`src/core/cc_pkg.sv`:
```
package cc_pkg;

  // ****************************************
  // bus and data widths
  // ****************************************
  localparam int unsigned ADDR_W = 8;
  localparam int unsigned DATA_W = 32;
  localparam int unsigned TIMER_W = 16;
  localparam int unsigned CTRL_W = 8;
  localparam int unsigned MODE_W = 4;
  localparam int unsigned PRESC_W = 4;

  // ****************************************
  // register byte addresses
  // ****************************************
  localparam logic [ADDR_W-1:0] CTRL_ADDR = 8'h00;
  localparam logic [ADDR_W-1:0] VALUE_LOW_ADDR = 8'h04;
  localparam logic [ADDR_W-1:0] VALUE_HIGH_ADDR = 8'h08;
  localparam logic [ADDR_W-1:0] FLAG_ADDR = 8'h0c;
  localparam logic [ADDR_W-1:0] FLAG_CLEAR_ADDR = 8'h10;
  localparam logic [ADDR_W-1:0] ENABLE_ADDR = 8'h14;
  localparam logic [ADDR_W-1:0] PORT_ADDR = 8'h18;

  // ****************************************
  // field positions
  // ****************************************
  localparam int unsigned UNIT_FLAG_BIT = 2;
  localparam int unsigned PORT_LATCH_BIT = 0;
  localparam int unsigned PORT_DIR_BIT = 1;
  localparam int unsigned PORT_PIN_BIT = 2;
  localparam int unsigned MODE_LSB = 0;
  localparam int unsigned BYTE_W = 8;

  // ****************************************
  // reset values
  // ****************************************
  localparam logic [CTRL_W-1:0] CTRL_RESET = 8'h00;
  localparam logic [TIMER_W-1:0] VALUE_RESET = 16'h0000;
  localparam logic PORT_DIR_RESET = 1'b1;
  localparam logic PORT_LATCH_RESET = 1'b0;

  // ****************************************
  // mode select codes
  // ****************************************
  localparam logic [MODE_W-1:0] MODE_OFF = 4'h0;
  localparam logic [MODE_W-1:0] MODE_CMP_TOGGLE = 4'h2;
  localparam logic [MODE_W-1:0] MODE_CAP_FALL = 4'h4;
  localparam logic [MODE_W-1:0] MODE_CAP_RISE = 4'h5;
  localparam logic [MODE_W-1:0] MODE_CAP_RISE4 = 4'h6;
  localparam logic [MODE_W-1:0] MODE_CAP_RISE16 = 4'h7;
  localparam logic [MODE_W-1:0] MODE_CMP_SET = 4'h8;
  localparam logic [MODE_W-1:0] MODE_CMP_CLEAR = 4'h9;
  localparam logic [MODE_W-1:0] MODE_CMP_SOFT = 4'ha;
  localparam logic [MODE_W-1:0] MODE_CMP_SPECIAL = 4'hb;

  // ****************************************
  // prescaler terminal counts
  // ****************************************
  localparam logic [PRESC_W-1:0] PRESC_LAST4 = 4'h3;
  localparam logic [PRESC_W-1:0] PRESC_LAST16 = 4'hf;
  localparam logic [PRESC_W-1:0] PRESC_ZERO = 4'h0;
  localparam logic [PRESC_W-1:0] PRESC_ONE = 4'h1;

  // ****************************************
  // mode decoding
  // ****************************************
  function automatic logic is_capture(input logic [MODE_W-1:0] mode);
    is_capture = (mode == MODE_CAP_FALL) || (mode == MODE_CAP_RISE) ||
                 (mode == MODE_CAP_RISE4) || (mode == MODE_CAP_RISE16);
  endfunction

  function automatic logic is_compare(input logic [MODE_W-1:0] mode);
    is_compare = (mode == MODE_CMP_TOGGLE) || (mode == MODE_CMP_SET) || (mode == MODE_CMP_CLEAR) ||
                 (mode == MODE_CMP_SOFT) || (mode == MODE_CMP_SPECIAL);
  endfunction

endpackage

```
`src/core/capture_compare_unit.sv`:
```
// Function
// - capture copies full timer count into value
// - mode picks falling, rising, 4th, 16th edge
// - capture sets unit flag; software clears it
// - new capture overwrites unread value
// - driven port latch change can capture
// - prescaler cleared when off or not capturing
// - capture setting switch keeps prescaler count
// - compare match sets flag; only toggle, set, clear modes act on pin
// - entering set/clear compare presets output latch
// - zero control write off, latch low
// - software compare mode only sets flag
// - special trigger match resets timer pair
// - special trigger starts conversion if enabled
// - trigger reset leaves overflow flag untouched
`timescale 1ns/1ns
module capture_compare_unit (
  // clock and reset
  input wire logic clk,
  input wire logic sys_rst,
  // apb slave
  input wire logic psel,
  input wire logic penable,
  input wire logic pwrite,
  input wire logic [cc_pkg::ADDR_W-1:0] paddr,
  input wire logic [cc_pkg::DATA_W-1:0] pwdata,
  output logic [cc_pkg::DATA_W-1:0] prdata,
  output logic pready,
  output logic pslverr,
  // timer one
  input wire logic [cc_pkg::TIMER_W-1:0] timer_one_count,
  output logic timer_one_reset,
  // converter
  input wire logic adc_enabled,
  output logic adc_start,
  // capture compare pin
  input wire logic pin_in,
  output logic pin_out,
  output logic pin_oe,
  // interrupt
  output logic irq
);

  // ****************************************
  // state
  // ****************************************
  logic [cc_pkg::CTRL_W-1:0] ctrl_reg, ctrl_next;
  logic [cc_pkg::TIMER_W-1:0] value_reg, value_next;
  logic flag_reg, flag_next;
  logic enable_reg, enable_next;
  logic dir_reg, dir_next;
  logic latch_reg, latch_next;
  logic out_latch_reg, out_latch_next;
  logic match_q_reg, match_q_next;
  logic tmr_rst_reg, tmr_rst_next;
  logic adc_start_reg, adc_start_next;
  logic pin_out_reg, pin_out_next;
  logic [cc_pkg::DATA_W-1:0] prdata_reg, prdata_next;
  logic pslverr_reg, pslverr_next;

  logic [cc_pkg::MODE_W-1:0] mode;
  logic [cc_pkg::MODE_W-1:0] new_mode;
  logic capture_mode;
  logic compare_mode;
  logic setup;
  logic wr;
  logic mapped;
  logic pin_level;
  logic rise;
  logic fall;
  logic capture_event;
  logic match;
  logic match_evt;
  logic flag_clear;

  assign mode = ctrl_reg[cc_pkg::MODE_LSB +: cc_pkg::MODE_W];
  assign new_mode = pwdata[cc_pkg::MODE_LSB +: cc_pkg::MODE_W];
  assign capture_mode = cc_pkg::is_capture(mode);
  assign compare_mode = cc_pkg::is_compare(mode);

  // ****************************************
  // pin sampling and capture events
  // ****************************************
  // the pad is sampled whatever its direction, so a port latch write that moves a driven pin is seen
  pin_edge_sync u_sync (
    .clk(clk),
    .sys_rst(sys_rst),
    .pin_async(pin_in),
    .level(pin_level),
    .rise(rise),
    .fall(fall)
  );

  capture_prescaler u_presc (
    .clk(clk),
    .sys_rst(sys_rst),
    .mode(mode),
    .rise(rise),
    .fall(fall),
    .capture_event(capture_event)
  );

  // ****************************************
  // bus decode
  // ****************************************
  assign setup = psel && !penable;
  assign wr = psel && penable && pwrite;

  always_comb begin
    case (paddr)
      cc_pkg::CTRL_ADDR,
      cc_pkg::VALUE_LOW_ADDR,
      cc_pkg::VALUE_HIGH_ADDR,
      cc_pkg::FLAG_ADDR,
      cc_pkg::FLAG_CLEAR_ADDR,
      cc_pkg::ENABLE_ADDR,
      cc_pkg::PORT_ADDR: mapped = 1'b1;
      default: mapped = 1'b0;
    endcase
  end

  // ****************************************
  // compare
  // ****************************************
  // edge of equality, so a timer that rests on the value does not re-fire every cycle
  assign match = compare_mode && (value_reg == timer_one_count);
  assign match_evt = match && !match_q_reg;
  assign flag_clear = wr && (paddr == cc_pkg::FLAG_CLEAR_ADDR) && pwdata[cc_pkg::UNIT_FLAG_BIT];

  // ****************************************
  // register file
  // ****************************************
  always_comb begin
    ctrl_next = ctrl_reg;
    value_next = value_reg;
    enable_next = enable_reg;
    dir_next = dir_reg;
    latch_next = latch_reg;
    if (wr && mapped) begin
      case (paddr)
        cc_pkg::CTRL_ADDR: ctrl_next = pwdata[cc_pkg::CTRL_W-1:0];
        cc_pkg::VALUE_LOW_ADDR: value_next[cc_pkg::BYTE_W-1:0] = pwdata[cc_pkg::BYTE_W-1:0];
        cc_pkg::VALUE_HIGH_ADDR: value_next[cc_pkg::TIMER_W-1:cc_pkg::BYTE_W] = pwdata[cc_pkg::BYTE_W-1:0];
        cc_pkg::ENABLE_ADDR: enable_next = pwdata[cc_pkg::UNIT_FLAG_BIT];
        cc_pkg::PORT_ADDR: begin
          latch_next = pwdata[cc_pkg::PORT_LATCH_BIT];
          dir_next = pwdata[cc_pkg::PORT_DIR_BIT];
        end
        default: ;
      endcase
    end
    // a capture in the same cycle as a software write wins, the fresh count matters more
    if (capture_event) begin
      value_next = timer_one_count;
    end
  end

  always_ff @(posedge clk or posedge sys_rst) begin
    if (sys_rst) begin
      ctrl_reg <= cc_pkg::CTRL_RESET;
      value_reg <= cc_pkg::VALUE_RESET;
      enable_reg <= 1'b0;
      dir_reg <= cc_pkg::PORT_DIR_RESET;
      latch_reg <= cc_pkg::PORT_LATCH_RESET;
    end else begin
      ctrl_reg <= ctrl_next;
      value_reg <= value_next;
      enable_reg <= enable_next;
      dir_reg <= dir_next;
      latch_reg <= latch_next;
    end
  end

  // ****************************************
  // interrupt flag
  // ****************************************
  always_comb begin
    // set beats a clear that lands in the same cycle
    flag_next = capture_event || match_evt || (flag_reg && !flag_clear);
  end

  always_ff @(posedge clk or posedge sys_rst) begin
    if (sys_rst) begin
      flag_reg <= 1'b0;
    end else begin
      flag_reg <= flag_next;
    end
  end

  // ****************************************
  // compare output latch and pin drive
  // ****************************************
  always_comb begin
    out_latch_next = out_latch_reg;
    match_q_next = match;
    if (wr && (paddr == cc_pkg::CTRL_ADDR)) begin
      if (pwdata[cc_pkg::CTRL_W-1:0] == cc_pkg::CTRL_RESET) begin
        out_latch_next = 1'b0;
      end else if (new_mode != mode && new_mode == cc_pkg::MODE_CMP_SET) begin
        out_latch_next = 1'b1;
      end else if (new_mode != mode && new_mode == cc_pkg::MODE_CMP_CLEAR) begin
        out_latch_next = 1'b0;
      end
    end else if (match_evt) begin
      case (mode)
        cc_pkg::MODE_CMP_TOGGLE: out_latch_next = !out_latch_reg;
        cc_pkg::MODE_CMP_SET: out_latch_next = 1'b1;
        cc_pkg::MODE_CMP_CLEAR: out_latch_next = 1'b0;
        default: out_latch_next = out_latch_reg;
      endcase
    end
    // compare modes drive the output latch, every other mode the port data latch
    pin_out_next = compare_mode ? out_latch_next : latch_next;
  end

  always_ff @(posedge clk or posedge sys_rst) begin
    if (sys_rst) begin
      out_latch_reg <= 1'b0;
      match_q_reg <= 1'b0;
      pin_out_reg <= cc_pkg::PORT_LATCH_RESET;
    end else begin
      out_latch_reg <= out_latch_next;
      match_q_reg <= match_q_next;
      pin_out_reg <= pin_out_next;
    end
  end

  // ****************************************
  // special event trigger
  // ****************************************
  // both pulses last one cycle; the timer clears on the edge that ends the pulse
  always_comb begin
    // the trigger reaches only the timer count; the overflow flag has no path from here
    tmr_rst_next = match_evt && (mode == cc_pkg::MODE_CMP_SPECIAL);
    adc_start_next = match_evt && (mode == cc_pkg::MODE_CMP_SPECIAL) && adc_enabled;
  end

  always_ff @(posedge clk or posedge sys_rst) begin
    if (sys_rst) begin
      tmr_rst_reg <= 1'b0;
      adc_start_reg <= 1'b0;
    end else begin
      tmr_rst_reg <= tmr_rst_next;
      adc_start_reg <= adc_start_next;
    end
  end

  // ****************************************
  // read path
  // ****************************************
  always_comb begin
    prdata_next = prdata_reg;
    pslverr_next = pslverr_reg;
    if (setup) begin
      prdata_next = '0;
      pslverr_next = !mapped;
      if (!pwrite) begin
        case (paddr)
          cc_pkg::CTRL_ADDR: prdata_next[cc_pkg::CTRL_W-1:0] = ctrl_reg;
          cc_pkg::VALUE_LOW_ADDR: prdata_next[cc_pkg::BYTE_W-1:0] = value_reg[cc_pkg::BYTE_W-1:0];
          cc_pkg::VALUE_HIGH_ADDR:
            prdata_next[cc_pkg::BYTE_W-1:0] = value_reg[cc_pkg::TIMER_W-1:cc_pkg::BYTE_W];
          cc_pkg::FLAG_ADDR: prdata_next[cc_pkg::UNIT_FLAG_BIT] = flag_reg;
          cc_pkg::ENABLE_ADDR: prdata_next[cc_pkg::UNIT_FLAG_BIT] = enable_reg;
          cc_pkg::PORT_ADDR: begin
            prdata_next[cc_pkg::PORT_LATCH_BIT] = latch_reg;
            prdata_next[cc_pkg::PORT_DIR_BIT] = dir_reg;
            prdata_next[cc_pkg::PORT_PIN_BIT] = pin_level;
          end
          default: prdata_next = '0;
        endcase
      end
    end
  end

  always_ff @(posedge clk or posedge sys_rst) begin
    if (sys_rst) begin
      prdata_reg <= '0;
      pslverr_reg <= 1'b0;
    end else begin
      prdata_reg <= prdata_next;
      pslverr_reg <= pslverr_next;
    end
  end

  // ****************************************
  // outputs
  // ****************************************
  // one wait-free access phase: read data was prepared during setup
  assign pready = 1'b1;
  assign pslverr = psel && penable && pslverr_reg;
  assign prdata = prdata_reg;
  assign timer_one_reset = tmr_rst_reg;
  assign adc_start = adc_start_reg;
  // direction bit high means input; drive only when software made the pin an output
  assign pin_oe = !dir_reg;
  assign pin_out = pin_out_reg;
  assign irq = flag_reg && enable_reg;

endmodule // capture_compare_unit

```
`src/core/capture_prescaler.sv`:
```
`timescale 1ns/1ns
module capture_prescaler (
  // clock and reset
  input wire logic clk,
  input wire logic sys_rst,
  // mode and edges
  input wire logic [cc_pkg::MODE_W-1:0] mode,
  input wire logic rise,
  input wire logic fall,
  // capture request
  output logic capture_event
);

  // ****************************************
  // edge counter
  // ****************************************
  logic [cc_pkg::PRESC_W-1:0] count_reg, count_next;
  logic active;

  always_comb begin
    active = cc_pkg::is_capture(mode);
    count_next = count_reg;
    capture_event = 1'b0;
    if (!active) begin
      count_next = cc_pkg::PRESC_ZERO;
    end else begin
      // a switch between capture settings keeps the count running
      if (rise) begin
        count_next = count_reg + cc_pkg::PRESC_ONE;
      end
      case (mode)
        cc_pkg::MODE_CAP_FALL: capture_event = fall;
        cc_pkg::MODE_CAP_RISE: capture_event = rise;
        cc_pkg::MODE_CAP_RISE4: capture_event = rise && (count_reg[1:0] == cc_pkg::PRESC_LAST4[1:0]);
        cc_pkg::MODE_CAP_RISE16: capture_event = rise && (count_reg == cc_pkg::PRESC_LAST16);
        default: capture_event = 1'b0;
      endcase
    end
  end

  always_ff @(posedge clk or posedge sys_rst) begin
    if (sys_rst) begin
      count_reg <= cc_pkg::PRESC_ZERO;
    end else begin
      count_reg <= count_next;
    end
  end

endmodule // capture_prescaler

```
`src/core/pin_edge_sync.sv`:
```
`timescale 1ns/1ns
module pin_edge_sync (
  // clock and reset
  input wire logic clk,
  input wire logic sys_rst,
  // pin sample
  input wire logic pin_async,
  // edge pulses
  output logic level,
  output logic rise,
  output logic fall
);

  // ****************************************
  // two stage synchroniser and edge history
  // ****************************************
  logic meta_reg, meta_next;
  logic sync_reg, sync_next;
  logic prev_reg, prev_next;

  always_comb begin
    meta_next = pin_async;
    sync_next = meta_reg;
    prev_next = sync_reg;
  end

  always_ff @(posedge clk or posedge sys_rst) begin
    if (sys_rst) begin
      meta_reg <= 1'b0;
      sync_reg <= 1'b0;
      prev_reg <= 1'b0;
    end else begin
      meta_reg <= meta_next;
      sync_reg <= sync_next;
      prev_reg <= prev_next;
    end
  end

  // edges come only from the settled stages, one pulse per transition
  assign level = sync_reg;
  assign rise = sync_reg & ~prev_reg;
  assign fall = ~sync_reg & prev_reg;

endmodule // pin_edge_sync

```
`config.mk`:
```
export PLATFORM = sky130hd
export DESIGN_NAME = capture_compare_unit
export DESIGN_NICKNAME = d
export VERILOG_FILES = /design/src/core/cc_pkg.sv /design/src/core/capture_compare_unit.sv /design/src/core/capture_prescaler.sv /design/src/core/pin_edge_sync.sv
export SDC_FILE = /design/constraint.sdc
export NUM_CORES = 1
export LEC_CHECK = 0
export BUFFER_PORTS_ARGS = -buffer_cell sky130_fd_sc_hd__buf_4
export CORE_UTILIZATION = 54
export DETAILED_ROUTE_END_ITERATION = 16
export MAX_ROUTING_LAYER = met4
export PLACE_DENSITY = 0.85
export SLEW_MARGIN = 25
export SYNTH_ARGS = -nofsm -noshare
export SYNTH_HDL_FRONTEND = slang
export SYNTH_HIERARCHICAL = 1
export SYNTH_SLANG_ARGS = --single-unit
```
`constraint.sdc`:
```
create_clock -name clk -period 6.15 [get_ports clk]
set_input_delay 1.23 -clock clk [delete_from_list [all_inputs] [get_ports clk]]
set_output_delay 1.23 -clock clk [all_outputs]
set_load 0.01 [all_outputs]
```
==> flow_results.xml <==
<?xml version="1.0" encoding="UTF-8"?>
<metrics>
  <group name="run_status">
    <metric name="outcome" unit="">complete, no violations</metric>
  </group>
  <group name="power_and_ir_drop">
    <metric name="power.total" unit="uW">636</metric>
    <metric name="irDropWorstVdd" unit="mV">0.129</metric>
    <metric name="power.density_cell_area" unit="mW/mm2">187</metric>
    <metric name="power.leakage" unit="nW">1.57</metric>
  </group>
  <group name="critical_path">
    <metric name="end_kind" unit="">flop</metric>
    <metric name="setup.reg_to_reg.worst_slack" unit="ps">3930</metric>
    <metric name="worst-setup-path-type" unit="">in2reg</metric>
    <metric name="worst_r2r_path_depth" unit="">5</metric>
    <metric name="crit_fanout" unit="">11</metric>
    <metric name="worstSetupStartpointType" unit="">input port</metric>
    <metric name="reg2reg_from" unit="">ctrl_reg[0]</metric>
    <metric name="worst_ep_arrival_time" unit="ps">3400</metric>
    <metric name="reg2reg_to" unit="">pin_out</metric>
    <metric name="worst-endpoint-required" unit="ps">6330</metric>
  </group>
  <group name="timing">
    <metric name="max_clock_freq" unit="GHz">0.311</metric>
    <metric name="tcrit_tclk_final" unit="">0.522</metric>
    <metric name="timing.slew.headroom" unit="">0.535</metric>
    <metric name="final.hold.worst_slack" unit="ps">368</metric>
    <metric name="rsz0062_at_grt" unit="">false</metric>
    <metric name="final_critical_delay_including_setup_and_external_delays" unit="ps">3210</metric>
    <metric name="worst_pin_slew" unit="ps">694</metric>
    <metric name="finalHoldViolations" unit="">0</metric>
    <metric name="finalSetupTns" unit="ps">0</metric>
    <metric name="setup_viol_count_final" unit="">0</metric>
    <metric name="slew_violations" unit="">0</metric>
    <metric name="skew" unit="ps">10.2</metric>
  </group>
  <group name="die">
    <metric name="die_height" unit="um">76.0</metric>
    <metric name="ios" unit="">102</metric>
    <metric name="fp-row-count" unit="">26</metric>
    <metric name="initial_utilization" unit="">0.568</metric>
    <metric name="fp.dieArea" unit="mm2">0.00578</metric>
    <metric name="dieWidth" unit="um">76.0</metric>
    <metric name="core" unit="mm2">0.00520</metric>
  </group>
  <group name="placement">
    <metric name="gp_congestion" unit="">0.935</metric>
    <metric name="dpl.cell_count" unit="">413</metric>
    <metric name="place.detailed.hpwl" unit="um">4870</metric>
    <metric name="port_buffers" unit="">52</metric>
  </group>
  <group name="logic_synthesis">
    <metric name="synth-async-reset-ratio" unit="">1.00</metric>
    <metric name="yosysSeqAreaShare" unit="">0.415</metric>
    <metric name="synth_cells" unit="">303</metric>
    <metric name="yosys_register_bits" unit="">49</metric>
    <metric name="ys.warnings.count" unit="">6</metric>
    <metric name="synth_most_common_cell" unit="">dfrtp_1</metric>
    <metric name="synth_top_cells_by_area" unit="">dfrtp_1 41%, mux2i_1 6.4%, buf_4 6.3%</metric>
    <metric name="synth_top_area_share" unit="">0.406</metric>
    <metric name="synth-main-ff-cell" unit="">dfrtp_1</metric>
    <metric name="netlist_top_cells_count" unit="">48 x dfrtp_1, 36 x nand2_1, 25 x buf_4, 19 x mux2i_1, 19 x o21ai_0</metric>
    <metric name="yosys.cell_types.count" unit="">58</metric>
    <metric name="synth_enable_flop_cells" unit="">0</metric>
    <metric name="yosysTopAreaCell" unit="">dfrtp_1</metric>
    <metric name="postSynthAreaPerCell" unit="um2">9.76</metric>
    <metric name="netlist_area" unit="mm2">0.00296</metric>
  </group>
  <group name="worst_hold_path">
    <metric name="holdPathEnd" unit="">u_sync/level</metric>
    <metric name="hold_path.startpoint" unit="">u_sync/meta_reg</metric>
    <metric name="min_path_type" unit="">reg2reg</metric>
    <metric name="worst_hold_stages" unit="">0</metric>
  </group>
  <group name="clocking">
    <metric name="cts.path.max_buffers" unit="">2</metric>
    <metric name="clk_pin_slew" unit="ps">100</metric>
    <metric name="cts_tree" unit="">built</metric>
    <metric name="clock_tree.root_cell" unit="">clkbuf_8</metric>
    <metric name="number_of_buffers_created_by_cts" unit="">5</metric>
    <metric name="ctsHoldBuffers" unit="">0</metric>
    <metric name="clock_insertion_delay_worst_skew" unit="ps">310</metric>
    <metric name="cts_setup_buffers" unit="">0</metric>
    <metric name="ctsHtreeMaxLevel" unit="">2</metric>
    <metric name="clock_sinks" unit="">49</metric>
    <metric name="post_cts_resize_count" unit="">0</metric>
  </group>
  <group name="cells_and_area">
    <metric name="finish.utilization" unit="">0.655</metric>
    <metric name="regArea" unit="mm2">0.00123</metric>
    <metric name="diodes" unit="">0</metric>
    <metric name="layout_cells_excl_fill" unit="">421</metric>
    <metric name="syn2layout_area_growth" unit="%">15.3</metric>
    <metric name="largest_register_ff_count" unit="">16</metric>
    <metric name="fillCellCount" unit="">437</metric>
    <metric name="num-nets-final" unit="">414</metric>
    <metric name="total_area_of_multi_input_combinational_cells" unit="mm2">0.00155</metric>
    <metric name="post_route_cells_drive_above_1_share" unit="">0.251</metric>
  </group>
  <group name="grt">
    <metric name="antenna_violations_before_repair" unit="">0</metric>
    <metric name="grt_remaining_overflow" unit="">0</metric>
    <metric name="first_global_vias" unit="">2302</metric>
    <metric name="global_route_wire_length_before_repair" unit="um">11300</metric>
    <metric name="grt_start_max_net_pins" unit="">43</metric>
    <metric name="groute.usage.overall" unit="">0.259</metric>
  </group>
  <group name="drt">
    <metric name="detail_route.iter0.violations" unit="">334</metric>
    <metric name="antenna_nets_post_route" unit="">0</metric>
    <metric name="first_pass_iters" unit="">5</metric>
    <metric name="num_vias" unit="">2380</metric>
    <metric name="via_per_inst" unit="">5.65</metric>
    <metric name="drt_wl_total" unit="um">6720</metric>
    <metric name="drc_errors" unit="">0</metric>
    <metric name="route.detailed.wl_per_inst" unit="um">16.0</metric>
  </group>
  <group name="job">
    <metric name="drv.max_cap_violation_count" unit="">0</metric>
  </group>
</metrics>
-- where the power goes --
part	total, mW	switching (mW)	internal, mW
registers	0.344	0.0109	0.333
logic	0.0834	0.0474	0.0360
clock network	0.209	0.115	0.0936
total	0.636	0.174	0.463
-- layer usage --
layer / share of wire / wire length (um) / vias up / track usage
met5: 0 / 0 / - / -
met4: 0.021 / 144 / 0 / 0.0962
met3: 0.060 / 402 / 16 / 0.0407
met2: 0.46 / 3110 / 98 / 0.396
met1: 0.46 / 3060 / 1144 / 0.350
li1: - / - / 1122 / -
-- how the worst max path moves through the flow --
stage / from / endpoint / slack (ps) / depth (start not counted)
after global placement: paddr[5] / pin_out / 2650 / 6
after CTS: paddr[5] / pin_out / 2950 / 6
final: paddr[5] / pin_out / 2940 / 6
after floorplan: paddr[0] / pin_out / 3280 / 6
after global routing: paddr[5] / pin_out / 2850 / 6
after detailed placement: paddr[5] / pin_out / 2630 / 6
-- cell families after synthesis --
logic type / Yosys count / synth area share
muxes: 31 / 0.110
and+or+nand+nor: 100 / 0.190
other: 2 / 0.00254
DFF: 49 / 0.415
xor gates and xnor gates: 19 / 0.0563
adders and majority gates: 1 / 0.00423
AOI/OAI and AO/OA: 55 / 0.127
buffers and inverters: 46 / 0.0952
-- worst max-delay path: stages --
cell	delay, ps
buf_4	110
nor4b_1	420
nand4b_1	640
o21bai_1	420
and4_1	210
or3_1	360
-- through the flow --
step,area (um2),worst slack [ps]
floorplan,3040,3280
CTS,3410,2950
detailed placement,3310,2630
global placement,3310,2650
global route,3410,2850
finish,3410,2940
-- cell usage in the layout (no fill, tap or decap), types with 6 or more instances in the layout --
cell      synthesis  routed
mux2_2           12      12
o21ai_0          19      19
mux2i_1          19      19
nor2_1           12      12
xor2_1           18      18
o21ai_1           7       7
dfrtp_1          48      48
inv_1             7       7
buf_4            25      56
conb_1            2      25
clkbuf_8          0       6
nand2_1          36      36
-- layout make-up --
| class | count | share of cell area |
|---|---|---|
| inverter | 7 | 0.00771 |
| sequential | 49 | 0.360 |
| timing repair buffer | 56 | 0.123 |
| multi-input combinational | 231 | 0.454 |
| clock buffer | 6 | 0.0242 |
| tap | 70 | 0.0257 |
| clock inverter | 2 | 0.00514 |
Note: power is estimated with default switching activity, not from simulation.
